**config.mk**
```make
export PLATFORM = sky130hd
export DESIGN_NAME = fsc_i2c_cmd_if
export DESIGN_NICKNAME = d
export VERILOG_FILES = /design/src/verilog/fsc_pkg.sv /design/src/verilog/fsc_i2c_cmd_if.sv
export VERILOG_INCLUDE_DIRS = /design/src /design/src/verilog
export SDC_FILE = /design/constraint.sdc
export NUM_CORES = 1
export LEC_CHECK = 0
export ABC_AREA = 0
export BUFFER_PORTS_ARGS = -buffer_cell sky130_fd_sc_hd__buf_2
export CELL_PAD_IN_SITES_DETAIL_PLACEMENT = 1
export CELL_PAD_IN_SITES_GLOBAL_PLACEMENT = 2
export CORE_MARGIN = 5
export CORE_UTILIZATION = 38
export CTS_CLUSTER_SIZE = 12
export DETAILED_ROUTE_END_ITERATION = 10
export PLACE_DENSITY_LB_ADDON = 0.12
export SETUP_SLACK_MARGIN = 0.15
export SYNTH_ARGS = -nofsm -noshare
export SYNTH_HDL_FRONTEND = slang
export SYNTH_SLANG_ARGS = --single-unit
```
**constraint.sdc**
```tcl
create_clock -name sys_clk_in -period 3.1 [get_ports sys_clk_in]
set_input_delay 0.31 -clock sys_clk_in [delete_from_list [all_inputs] [get_ports sys_clk_in]]
set_output_delay 0.31 -clock sys_clk_in [all_outputs]
set_load 0.005 [all_outputs]
```
**src/verilog/fsc_regs.svh**
```systemverilog
`ifndef FSC_REGS_SVH
`define FSC_REGS_SVH
// ----------------------------------------
// bus side register map
// ----------------------------------------
`define FSC_OFS_CTRL    8'h00
`define FSC_OFS_ADDR    8'h04
`define FSC_OFS_STATUS  8'h08
`define FSC_CTRL_IRQEN  0
`define FSC_ADDR_RESET  7'h08
// ----------------------------------------
// link side constants
// ----------------------------------------
`define FSC_GCALL_ADDR  8'h00
`define FSC_GCALL_RST   8'h06
`define FSC_CMD_START_W 16'h3608
`define FSC_CMD_START_I 16'h3615
`define FSC_CMD_STOP    16'h3FF9
`define FSC_CRC_POLY    8'h31
`define FSC_CRC_INIT    8'hFF
`define FSC_FLAG_AIR    0
`define FSC_FLAG_HIGH   1
`define FSC_FLAG_SMOOTH 5
`define FSC_RD_BYTES    9
// ----------------------------------------
// timing
// ----------------------------------------
`define FSC_CLK_MHZ     100
`define FSC_WARM_US     12000
`define FSC_STOP_US     500
`endif

```
**src/verilog/fsc_pkg.sv**
```systemverilog
package fsc_pkg;
  typedef enum logic [2:0] {
    FSC_I_IDLE = 3'h0,
    FSC_I_ADDR = 3'h1,
    FSC_I_AACK = 3'h3,
    FSC_I_WR   = 3'h2,
    FSC_I_WACK = 3'h6,
    FSC_I_RD   = 3'h7,
    FSC_I_RACK = 3'h5
  } fsc_i2c_st_t;
  typedef enum logic [1:0] {
    FSC_M_IDLE = 2'h0,
    FSC_M_MEAS = 2'h1,
    FSC_M_STOP = 2'h3
  } fsc_mode_t;
endpackage : fsc_pkg

```
**src/verilog/fsc_i2c_cmd_if.sv**
```systemverilog
// Operation
// - when enabled, interrupt pin low while an unread result exists, else high.
// - interrupt returns high once the host reads the flow value.
// - interrupt pin stays inactive until software activates it.
// - respond to 7-bit address 8; header is address plus direction bit.
// - changed address reverts to default on hard or soft reset.
// - commands are write transfers of 16 bits, high byte first.
// - reads return 16-bit words, each followed by a checksum byte.
// - host may end a read with NACK and STOP; data line released.
// - 0x3608 starts water measurement, 0x3615 starts alcohol measurement.
// - start command selects which of two calibrations applies.
// - while measuring, each read header delivers the current result set.
// - first result readable 12 ms after start.
// - read header not acknowledged while no data exists.
// - read order: flow, CRC, temperature, CRC, flags, CRC.
// - flag bit 0 air-in-line, bit 1 high flow, bit 5 smoothing.
// - flag bits 2-4 and 6-15 are reserved.
// - CRC-8 over two bytes, poly 0x31, init 0xFF, no reflect or xor.
// - air and high-flow flags stay set until the flags word is read.
// - 0x3FF9 stops measurement, idle within 0.5 ms, then accepts commands.
// - while measuring, ignore all commands except stop and soft reset.
//
// The implementer's own choices: the register offsets and the Wishbone slave port.
`timescale 1ns/100ps
`include "fsc_regs.svh"
`default_nettype none
module fsc_i2c_cmd_if
  import fsc_pkg::*;
#(
  parameter int WARM_CYCLES = `FSC_WARM_US * `FSC_CLK_MHZ,
  parameter int STOP_CYCLES = `FSC_STOP_US * `FSC_CLK_MHZ
) (
  // clock and reset
  input  wire logic        sys_clk_in,
  input  wire logic        rstn_in,
  input  wire logic        ce_in,
  // wishbone slave
  input  wire logic        wb_cyc_in,
  input  wire logic        wb_stb_in,
  input  wire logic        wb_we_in,
  input  wire logic [7:0]  wb_adr_in,
  input  wire logic [3:0]  wb_sel_in,
  input  wire logic [31:0] wb_dat_in,
  output logic      [31:0] wb_dat_out,
  output logic             wb_ack_out,
  // i2c pins
  input  wire logic        scl_in,
  input  wire logic        sda_in,
  output logic             sda_out,
  output logic             sda_oe_out,
  output logic             new_data_irq_n_out,
  // measurement engine
  input  wire logic        meas_stb_in,
  input  wire logic [15:0] flow_in,
  input  wire logic [15:0] temp_in,
  input  wire logic        air_evt_in,
  input  wire logic        high_flow_evt_in,
  input  wire logic        smooth_in,
  output logic             heater_on_out,
  output logic             calib_ipa_out
);
  localparam int WW = $clog2(WARM_CYCLES + 1);
  localparam int SW = $clog2(STOP_CYCLES + 1);

  // ----------------------------------------
  // helpers
  // ----------------------------------------
  function automatic logic [7:0] crc8(input logic [15:0] d);
    logic [7:0] c;
    c = `FSC_CRC_INIT;
    for (int i = 15; i >= 0; i--) begin
      if (c[7] ^ d[i]) begin
        c = {c[6:0], 1'b0} ^ `FSC_CRC_POLY;
      end else begin
        c = {c[6:0], 1'b0};
      end
    end
    return c;
  endfunction : crc8

  function automatic logic [7:0] rd_byte(input logic [3:0] i,
      input logic [15:0] f, input logic [15:0] t, input logic [15:0] g);
    case (i)
      4'h0: rd_byte = f[15:8];
      4'h1: rd_byte = f[7:0];
      4'h2: rd_byte = crc8(f);
      4'h3: rd_byte = t[15:8];
      4'h4: rd_byte = t[7:0];
      4'h5: rd_byte = crc8(t);
      4'h6: rd_byte = g[15:8];
      4'h7: rd_byte = g[7:0];
      4'h8: rd_byte = crc8(g);
      default: rd_byte = 8'hFF;
    endcase
  endfunction : rd_byte

  // ----------------------------------------
  // pin synchronisers
  // ----------------------------------------
  logic [1:0] scl_sync_reg;
  logic [1:0] sda_sync_reg;
  logic       scl_d_reg;
  logic       sda_d_reg;
  always_ff @(posedge sys_clk_in or negedge rstn_in) begin
    if (!rstn_in) begin
      scl_sync_reg <= 2'h3;
      sda_sync_reg <= 2'h3;
      scl_d_reg    <= 1'b1;
      sda_d_reg    <= 1'b1;
    end else if (ce_in) begin
      scl_sync_reg <= {scl_sync_reg[0], scl_in};
      sda_sync_reg <= {sda_sync_reg[0], sda_in};
      scl_d_reg    <= scl_sync_reg[1];
      sda_d_reg    <= sda_sync_reg[1];
    end
  end
  logic scl_s;
  logic sda_s;
  logic scl_rise;
  logic scl_fall;
  logic bus_start;
  logic bus_stop;
  assign scl_s     = scl_sync_reg[1];
  assign sda_s     = sda_sync_reg[1];
  assign scl_rise  = scl_s & ~scl_d_reg;
  assign scl_fall  = ~scl_s & scl_d_reg;
  assign bus_start = scl_s & scl_d_reg & sda_d_reg & ~sda_s;
  assign bus_stop  = scl_s & scl_d_reg & ~sda_d_reg & sda_s;

  // ----------------------------------------
  // shared state
  // ----------------------------------------
  fsc_i2c_st_t st_reg;
  fsc_mode_t   mode_reg;
  logic [3:0]  cnt_reg;
  logic [3:0]  idx_reg;
  logic [7:0]  sh_reg;
  logic [7:0]  tx_reg;
  logic        oe_reg;
  logic        rd_reg;
  logic        gc_reg;
  logic        hack_reg;
  logic        cmd_stb_reg;
  logic [15:0] cmd_reg;
  logic        srst_reg;
  logic        snap_stb_reg;
  logic        flag_ld_reg;
  logic [6:0]  addr_reg;
  logic        irq_en_reg;
  logic        has_data_reg;
  logic        new_reg;
  logic        calib_reg;
  logic [15:0] flow_reg;
  logic [15:0] temp_reg;
  logic [15:0] flow_snap_reg;
  logic [15:0] temp_snap_reg;
  logic [15:0] flag_snap_reg;
  logic        air_reg;
  logic        high_reg;
  logic        smooth_reg;
  logic [WW-1:0] warm_cnt_reg;
  logic [SW-1:0] stop_cnt_reg;
  logic        wr_ok;
  logic [15:0] flags_now;
  logic [15:0] flags_tx;
  logic [7:0]  nxt_byte;
  assign wr_ok = (mode_reg != FSC_M_STOP);
  // reserved positions forced to zero
  always_comb begin
    flags_now = 16'h0000;
    flags_now[`FSC_FLAG_AIR]    = air_reg | air_evt_in;
    flags_now[`FSC_FLAG_HIGH]   = high_reg | high_flow_evt_in;
    flags_now[`FSC_FLAG_SMOOTH] = smooth_reg;
  end
  // sticky bits clear at the high byte, so the low byte needs the latch
  assign flags_tx = (idx_reg == 4'h5) ? flags_now : flag_snap_reg;
  assign nxt_byte = rd_byte(idx_reg + 4'h1, flow_snap_reg, temp_snap_reg,
                            flags_tx);

  // ----------------------------------------
  // i2c target
  // ----------------------------------------
  always_ff @(posedge sys_clk_in or negedge rstn_in) begin
    if (!rstn_in) begin
      st_reg       <= FSC_I_IDLE;
      cnt_reg      <= 4'h0;
      idx_reg      <= 4'h0;
      sh_reg       <= 8'h00;
      tx_reg       <= 8'h00;
      oe_reg       <= 1'b0;
      rd_reg       <= 1'b0;
      gc_reg       <= 1'b0;
      hack_reg     <= 1'b0;
      cmd_stb_reg  <= 1'b0;
      cmd_reg      <= 16'h0000;
      srst_reg     <= 1'b0;
      snap_stb_reg <= 1'b0;
      flag_ld_reg  <= 1'b0;
    end else if (ce_in) begin
      cmd_stb_reg  <= 1'b0;
      srst_reg     <= 1'b0;
      snap_stb_reg <= 1'b0;
      flag_ld_reg  <= 1'b0;
      if (bus_start) begin
        st_reg  <= FSC_I_ADDR;
        cnt_reg <= 4'h0;
        oe_reg  <= 1'b0;
      end else if (bus_stop || srst_reg) begin
        st_reg <= FSC_I_IDLE;
        oe_reg <= 1'b0;
      end else begin
        case (st_reg)
          FSC_I_ADDR: begin
            if (scl_rise) begin
              sh_reg  <= {sh_reg[6:0], sda_s};
              cnt_reg <= cnt_reg + 4'h1;
            end else if (scl_fall && cnt_reg == 4'h8) begin
              idx_reg <= 4'h0;
              rd_reg  <= sh_reg[0];
              gc_reg  <= (sh_reg == `FSC_GCALL_ADDR);
              if (sh_reg == `FSC_GCALL_ADDR ||
                  (sh_reg[7:1] == addr_reg && !sh_reg[0] && wr_ok)) begin
                st_reg <= FSC_I_AACK;
                oe_reg <= 1'b1;
              end else if (sh_reg[7:1] == addr_reg && sh_reg[0] &&
                           has_data_reg) begin
                st_reg       <= FSC_I_AACK;
                oe_reg       <= 1'b1;
                snap_stb_reg <= 1'b1;
              end else begin
                st_reg <= FSC_I_IDLE;
              end
            end
          end
          FSC_I_AACK: begin
            if (scl_fall) begin
              cnt_reg <= 4'h0;
              if (rd_reg) begin
                st_reg <= FSC_I_RD;
                tx_reg <= rd_byte(4'h0, flow_snap_reg, temp_snap_reg,
                                  flag_snap_reg);
                oe_reg <= ~flow_snap_reg[15];
              end else begin
                st_reg <= FSC_I_WR;
                oe_reg <= 1'b0;
              end
            end
          end
          FSC_I_WR: begin
            if (scl_rise) begin
              sh_reg  <= {sh_reg[6:0], sda_s};
              cnt_reg <= cnt_reg + 4'h1;
            end else if (scl_fall && cnt_reg == 4'h8) begin
              if (gc_reg) begin
                st_reg   <= FSC_I_WACK;
                oe_reg   <= (sh_reg == `FSC_GCALL_RST);
              end else if (idx_reg < 4'h2) begin
                cmd_reg     <= {cmd_reg[7:0], sh_reg};
                cmd_stb_reg <= (idx_reg == 4'h1);
                st_reg      <= FSC_I_WACK;
                oe_reg      <= 1'b1;
              end else begin
                st_reg <= FSC_I_IDLE;
              end
            end
          end
          FSC_I_WACK: begin
            if (scl_fall) begin
              // reset only after its ack bit has been clocked out
              srst_reg <= gc_reg && (sh_reg == `FSC_GCALL_RST);
              st_reg  <= FSC_I_WR;
              oe_reg  <= 1'b0;
              cnt_reg <= 4'h0;
              idx_reg <= idx_reg + 4'h1;
            end
          end
          FSC_I_RD: begin
            if (scl_rise) begin
              cnt_reg <= cnt_reg + 4'h1;
            end else if (scl_fall) begin
              if (cnt_reg == 4'h8) begin
                st_reg <= FSC_I_RACK;
                oe_reg <= 1'b0;
              end else begin
                tx_reg <= {tx_reg[6:0], 1'b0};
                oe_reg <= ~tx_reg[6];
              end
            end
          end
          FSC_I_RACK: begin
            if (scl_rise) begin
              hack_reg <= ~sda_s;
            end else if (scl_fall) begin
              cnt_reg <= 4'h0;
              if (hack_reg && idx_reg < 4'(`FSC_RD_BYTES - 1)) begin
                st_reg  <= FSC_I_RD;
                idx_reg <= idx_reg + 4'h1;
                tx_reg  <= nxt_byte;
                oe_reg  <= ~nxt_byte[7];
                flag_ld_reg <= (idx_reg == 4'h5);
              end else begin
                st_reg <= FSC_I_IDLE;
                oe_reg <= 1'b0;
              end
            end
          end
          default: begin
            st_reg <= FSC_I_IDLE;
            oe_reg <= 1'b0;
          end
        endcase
      end
    end
  end
  assign sda_out    = 1'b0;
  assign sda_oe_out = oe_reg;

  // ----------------------------------------
  // measurement control
  // ----------------------------------------
  always_ff @(posedge sys_clk_in or negedge rstn_in) begin
    if (!rstn_in) begin
      mode_reg     <= FSC_M_IDLE;
      calib_reg    <= 1'b0;
      warm_cnt_reg <= '0;
      stop_cnt_reg <= '0;
    end else if (ce_in) begin
      if (srst_reg) begin
        mode_reg <= FSC_M_IDLE;
      end else begin
        case (mode_reg)
          FSC_M_IDLE: begin
            warm_cnt_reg <= '0;
            if (cmd_stb_reg && cmd_reg == `FSC_CMD_START_W) begin
              mode_reg  <= FSC_M_MEAS;
              calib_reg <= 1'b0;
            end else if (cmd_stb_reg && cmd_reg == `FSC_CMD_START_I) begin
              mode_reg  <= FSC_M_MEAS;
              calib_reg <= 1'b1;
            end
          end
          FSC_M_MEAS: begin
            if (!has_data_reg) begin
              warm_cnt_reg <= warm_cnt_reg + WW'(1);
            end
            stop_cnt_reg <= '0;
            if (cmd_stb_reg && cmd_reg == `FSC_CMD_STOP) begin
              mode_reg <= FSC_M_STOP;
            end
          end
          FSC_M_STOP: begin
            stop_cnt_reg <= stop_cnt_reg + SW'(1);
            if (stop_cnt_reg == SW'(STOP_CYCLES - 1)) begin
              mode_reg <= FSC_M_IDLE;
            end
          end
          default: mode_reg <= FSC_M_IDLE;
        endcase
      end
    end
  end
  assign heater_on_out = (mode_reg == FSC_M_MEAS);
  assign calib_ipa_out = calib_reg;

  // ----------------------------------------
  // results, flags and new-data
  // ----------------------------------------
  logic warm_done;
  assign warm_done = (mode_reg == FSC_M_MEAS) && !has_data_reg &&
                     (warm_cnt_reg == WW'(WARM_CYCLES - 1));
  always_ff @(posedge sys_clk_in or negedge rstn_in) begin
    if (!rstn_in) begin
      has_data_reg  <= 1'b0;
      new_reg       <= 1'b0;
      flow_reg      <= 16'h0000;
      temp_reg      <= 16'h0000;
      flow_snap_reg <= 16'h0000;
      temp_snap_reg <= 16'h0000;
      flag_snap_reg <= 16'h0000;
      air_reg       <= 1'b0;
      high_reg      <= 1'b0;
      smooth_reg    <= 1'b0;
    end else if (ce_in) begin
      if (mode_reg != FSC_M_MEAS || srst_reg) begin
        has_data_reg <= 1'b0;
      end else if (warm_done) begin
        has_data_reg <= 1'b1;
      end
      if (mode_reg == FSC_M_MEAS && meas_stb_in) begin
        flow_reg   <= flow_in;
        temp_reg   <= temp_in;
        smooth_reg <= smooth_in;
      end
      // new result wins over a same-cycle readout
      if ((meas_stb_in && has_data_reg) || warm_done) begin
        new_reg <= 1'b1;
      end else if (snap_stb_reg || mode_reg != FSC_M_MEAS) begin
        new_reg <= 1'b0;
      end
      if (snap_stb_reg) begin
        flow_snap_reg <= flow_reg;
        temp_snap_reg <= temp_reg;
      end
      if (flag_ld_reg) begin
        flag_snap_reg <= flags_now;
        air_reg       <= air_evt_in;
        high_reg      <= high_flow_evt_in;
      end else if (mode_reg == FSC_M_MEAS) begin
        air_reg  <= air_reg | air_evt_in;
        high_reg <= high_reg | high_flow_evt_in;
      end
    end
  end
  assign new_data_irq_n_out = ~(irq_en_reg & new_reg);

  // ----------------------------------------
  // wishbone registers
  // ----------------------------------------
  logic wb_req;
  assign wb_req = wb_cyc_in & wb_stb_in & ~wb_ack_out;
  always_ff @(posedge sys_clk_in or negedge rstn_in) begin
    if (!rstn_in) begin
      wb_ack_out <= 1'b0;
      wb_dat_out <= 32'h00000000;
      addr_reg   <= `FSC_ADDR_RESET;
      irq_en_reg <= 1'b0;
    end else if (ce_in) begin
      wb_ack_out <= wb_req;
      wb_dat_out <= 32'h00000000;
      if (srst_reg) begin
        addr_reg   <= `FSC_ADDR_RESET;
        irq_en_reg <= 1'b0;
      end else if (wb_req && wb_we_in && wb_sel_in[0]) begin
        if (wb_adr_in == `FSC_OFS_CTRL) begin
          irq_en_reg <= wb_dat_in[`FSC_CTRL_IRQEN];
        end else if (wb_adr_in == `FSC_OFS_ADDR) begin
          addr_reg <= wb_dat_in[6:0];
        end
      end
      if (wb_req && !wb_we_in) begin
        if (wb_adr_in == `FSC_OFS_CTRL) begin
          wb_dat_out <= {31'h0, irq_en_reg};
        end else if (wb_adr_in == `FSC_OFS_ADDR) begin
          wb_dat_out <= {25'h0, addr_reg};
        end else if (wb_adr_in == `FSC_OFS_STATUS) begin
          wb_dat_out <= {27'h0, new_reg, has_data_reg, calib_reg,
                         mode_reg};
        end
      end
    end
  end
endmodule : fsc_i2c_cmd_if
`default_nettype wire

```
==> impl_metrics.csv <==
group,metric,value,unit
setup_path,path_cells,"ha_1 -> buf_4 -> nand2_1 -> mux2_2 -> or3_1 -> nand4b_1 -> a221oi_1 -> buf_4 -> a221oi_1 -> a21oi_1",
sta,max_slew.worst_pin.slew,0.9248,ns
sta,finalCritPeriodShare,0.9021,
global_route,grt_antenna_before_repair,0,
clock_network,cts-htree-levels,4,
global_route,largest_net_degree_at_the_start_of_global_routing,74,
floorplanning,placeableCoreArea,0.02613,mm^2
setup_path,timing.critical_path.arrival,3.10,ns
floorplanning,boundaryPins,126,
synthesis,yosysWarnings,0,
pwr,power_density,549.0,mW/mm^2
synthesis,synthDominantCellAreaShare,0.4373,
synthesis,synth_compound_gate_area_share,0.1151,
setup_path,ff2ff_setup_slack,0.30,ns
synthesis,synthMostInstantiatedCell,"dfrtp_1",
floorplanning,fp.dieH,173.3,um
layout,final_design_area_no_fill,0.01157,mm^2
sta,finClkSkew,0.01483,ns
place,finalWeightedCongestion,0.8733,
layout,antenna_cells_inserted,0,
place,place_hpwl,19.62,mm
synthesis,yosysSeqAreaShare,0.4555,
place,portbufs,71,
drt,routed-wl-met2,13.31,mm
sta,setup_total_negative_slack,0,ns
layout,multi_input_comb_area,0.005116,mm^2
global_route,first_pass_grt_wire_length,44.46,mm
sta,final_hold_vios,0,
synthesis,synth_area_leaders,"dfrtp_1 44%, mux2_2 11%, xnor2_1 5.0%",
run_status,run_status,"completed",
synthesis,fraction_of_synthesis_flops_using_an_asynchronous_set_or_reset_pin,1.000,
job,drv.max_cap_violation_count,0,
drt,detail_route.first_pass.iterations,5,
synthesis,synthDistinctLibCells,68,
floorplanning,initial_core_util,0.3876,
drt,wirelength_routed,26.58,mm
drt,via_count,7623,
clock_network,cts_tree,"done",
sta,slew_headroom,0.3835,
global_route,groute.usage.overall,0.1794,
sta,finalWorstSetupSlack,0.3034,ns
setup_path,worstPathBufferInverterCount,2,
drt,drt-vias-per-instance,5.327,
global_route,grt_overflow_total,0,
clock_network,root_buffer,"clkbuf_16",
clock_network,cts_made_buffers,17,
drt,route.antenna.remaining_nets,0,
synthesis,dominant_synthesized_flop_cell,"dfrtp_1",
synthesis,synth_xor_xnor_area_share,0.1039,
layout,layout-drive-gt1-share,0.2363,
clock_network,clkTransAtPathRegs,0.08,ns
setup_path,critical-path-max-stage-delay,0.53,ns
synthesis,muxShareOfSynthArea,0.1170,
layout,max_ffs_per_register,21,
place,placed_cell_area,0.01093,mm^2
synthesis,post_synth_inst_count,999,
floorplanning,die-area,0.03002,mm^2
pwr,ir_worst_vdd,0.2731,mV
clock_network,cts_resized,0,
sta,unrepaired_setup_endpoints_after_global_routing,"false",
sta,final_max_tran_viols,0,
clock_network,clock_path_buffers,2,
drt,route.top_layer_used,"met4",
drt,drc_violation_count_after_routing,0,
sta,max_freq,357.6,MHz
floorplanning,rows,59,
synthesis,synth.avg_cell_area,10.14,um^2
drt,detail_route.wirelength.met1,12.05,mm
sta,finalHoldWorstSlack,0.09760,ns
sta,timing.final.setup_violations,0,
drt,drt_initial_violations,423,
layout,flow.area_growth_from_synthesis,14.19,%
drt,met3WireLength,871,um
sta,finalWorstPathRequiredPeriod,2.797,ns
setup_path,worst_path_max_delay_cell,"dfrtp_1",
setup_path,critical_path_required,3.40,ns
place,detailedPlace.worstSlack,0.3640,ns
setup_path,worst-path-max-fanout,15,
setup_path,critical_path.top_delay_family,"flip-flops",
synthesis,synth_top_cell_by_area,"dfrtp_1",
floorplanning,die_width,173.3,um
synthesis,number_of_flops_mapped_to_enable_cells_by_yosys,0,
synthesis,synth_simple_gate_area_share,0.1491,
drt,wl_per_cell,18.58,um
layout,fill_count,2958,
synthesis,synthesized_area_fraction_occupied_by_adder_cells,0.009883,
layout,layout.area.seq,0.004613,mm^2
setup_path,start_kind,"flip-flop",
pwr,cellLeakagePower,5.163,nW
worst_hold_path,min_path_type,"input port to flip-flop",
layout,design.final.nets,1179,
synthesis,post_synthesis_sequential_element_count,184,
setup_path,worst_path_class_setup,"flip-flop to flip-flop",
clock_network,clock_latency_on_the_worst_skew_pair,0.44,ns
global_route,via_count_of_the_first_global_routing_pass,8087,
clock_network,cts.sink_count,184,
synthesis,dominant_combinational_cell_family_by_area_after_synthesis,"simple AND/OR/NAND/NOR gates",
synthesis,ys_top_cells_by_count,"177 x dfrtp_1, 99 x mux2_2, 92 x nand2_1",
synthesis,synth_area,0.01013,mm^2
setup_path,setup.worst_path.end_class,"flip-flop",
==> routing by layer <==
metal,up-vias,track usage
li1,3626,-
met1,3838,0.2358
met2,133,0.3100
met3,26,0.03381
met4,0,0.03758
met5,-,0
==> cell usage in the layout, fill, tap and decap left out, drive strengths merged, types with 20 or more instances in the layout <==
cell,n
conb,26
inv,45
xor2,34
nand2,92
xnor2,60
mux2,99
dfrtp,177
nand3,33
nor3,20
o21ai,72
a21oi,35
buf,104
nor2,61
==> cell type report <==
| type | count | share of cell area |
|---|---|---|
| multi-input combinational | 734 | 0.4423 |
| clock buffer | 18 | 0.03797 |
| sequential | 184 | 0.3989 |
| tap | 335 | 0.03624 |
| inverter | 40 | 0.01298 |
| clock inverter | 14 | 0.01612 |
| timing repair buffer | 106 | 0.05550 |
==> what timing repair did <==
action / 4_1_cts / 5_1_grt
hold endpoints to repair: 67 / 0
hold buffers: 1 / 0
buffers inserted: 0 / 0
==> report_power, final <==
part / total (W) / internal (W) / leakage (nW) / switching (W)
logic: 0.00107 / 0.000541 / 2.43 / 0.000534
registers: 0.00298 / 0.00272 / 2.43 / 0.000261
clock network: 0.00230 / 0.00119 / 0.303 / 0.00111
==> worst register-to-register path, stage by stage, from the launching register on <==
cell and delay, ns:
dfrtp_1 0.53, ha_1 0.47, buf_4 0.28, nand2_1 0.07, mux2_2 0.28, or3_1 0.31, nand4b_1 0.11, a221oi_1 0.08
buf_4 0.17, a221oi_1 0.26, a21oi_1 0.12
==> cell families after synthesis <==
kind of cell	after synthesis
xor gates and xnor gates	103
AOI/OAI and AO/OA	185
DFF	184
other	1
and+or+nand+nor	306
buffers and inverters	106
muxes	106
adders and majority gates	8
==> metrics by stage <==
step | util | cells | power, W
after detailed placement | 0.4183 | 1398 | 0.004126
after global placement | 0.4183 | 1398 | 0.004085
after CTS | 0.4426 | 1431 | 0.006461
after floorplan | - | 1024 | 0.003741
final | 0.4426 | 1431 | 0.006350
after global routing | 0.4426 | 1431 | 0.006718
==> path summary, 6_finish.rpt <==
kind                                 startpoint  cells after the start               to
worst max-delay path                 idx_reg[1]                     10       sda_oe_out
worst min-delay path                 flow_in[2]                      2      flow_reg[2]
worst max register to register       idx_reg[1]                     10       sda_oe_out
worst min register to register  sda_sync_reg[0]                      2  sda_sync_reg[1]
max in group asynchronous               rstn_in                      3  sda_sync_reg[0]
min in group asynchronous               rstn_in                      2      temp_reg[2]
(Power assumes the default switching activity.)
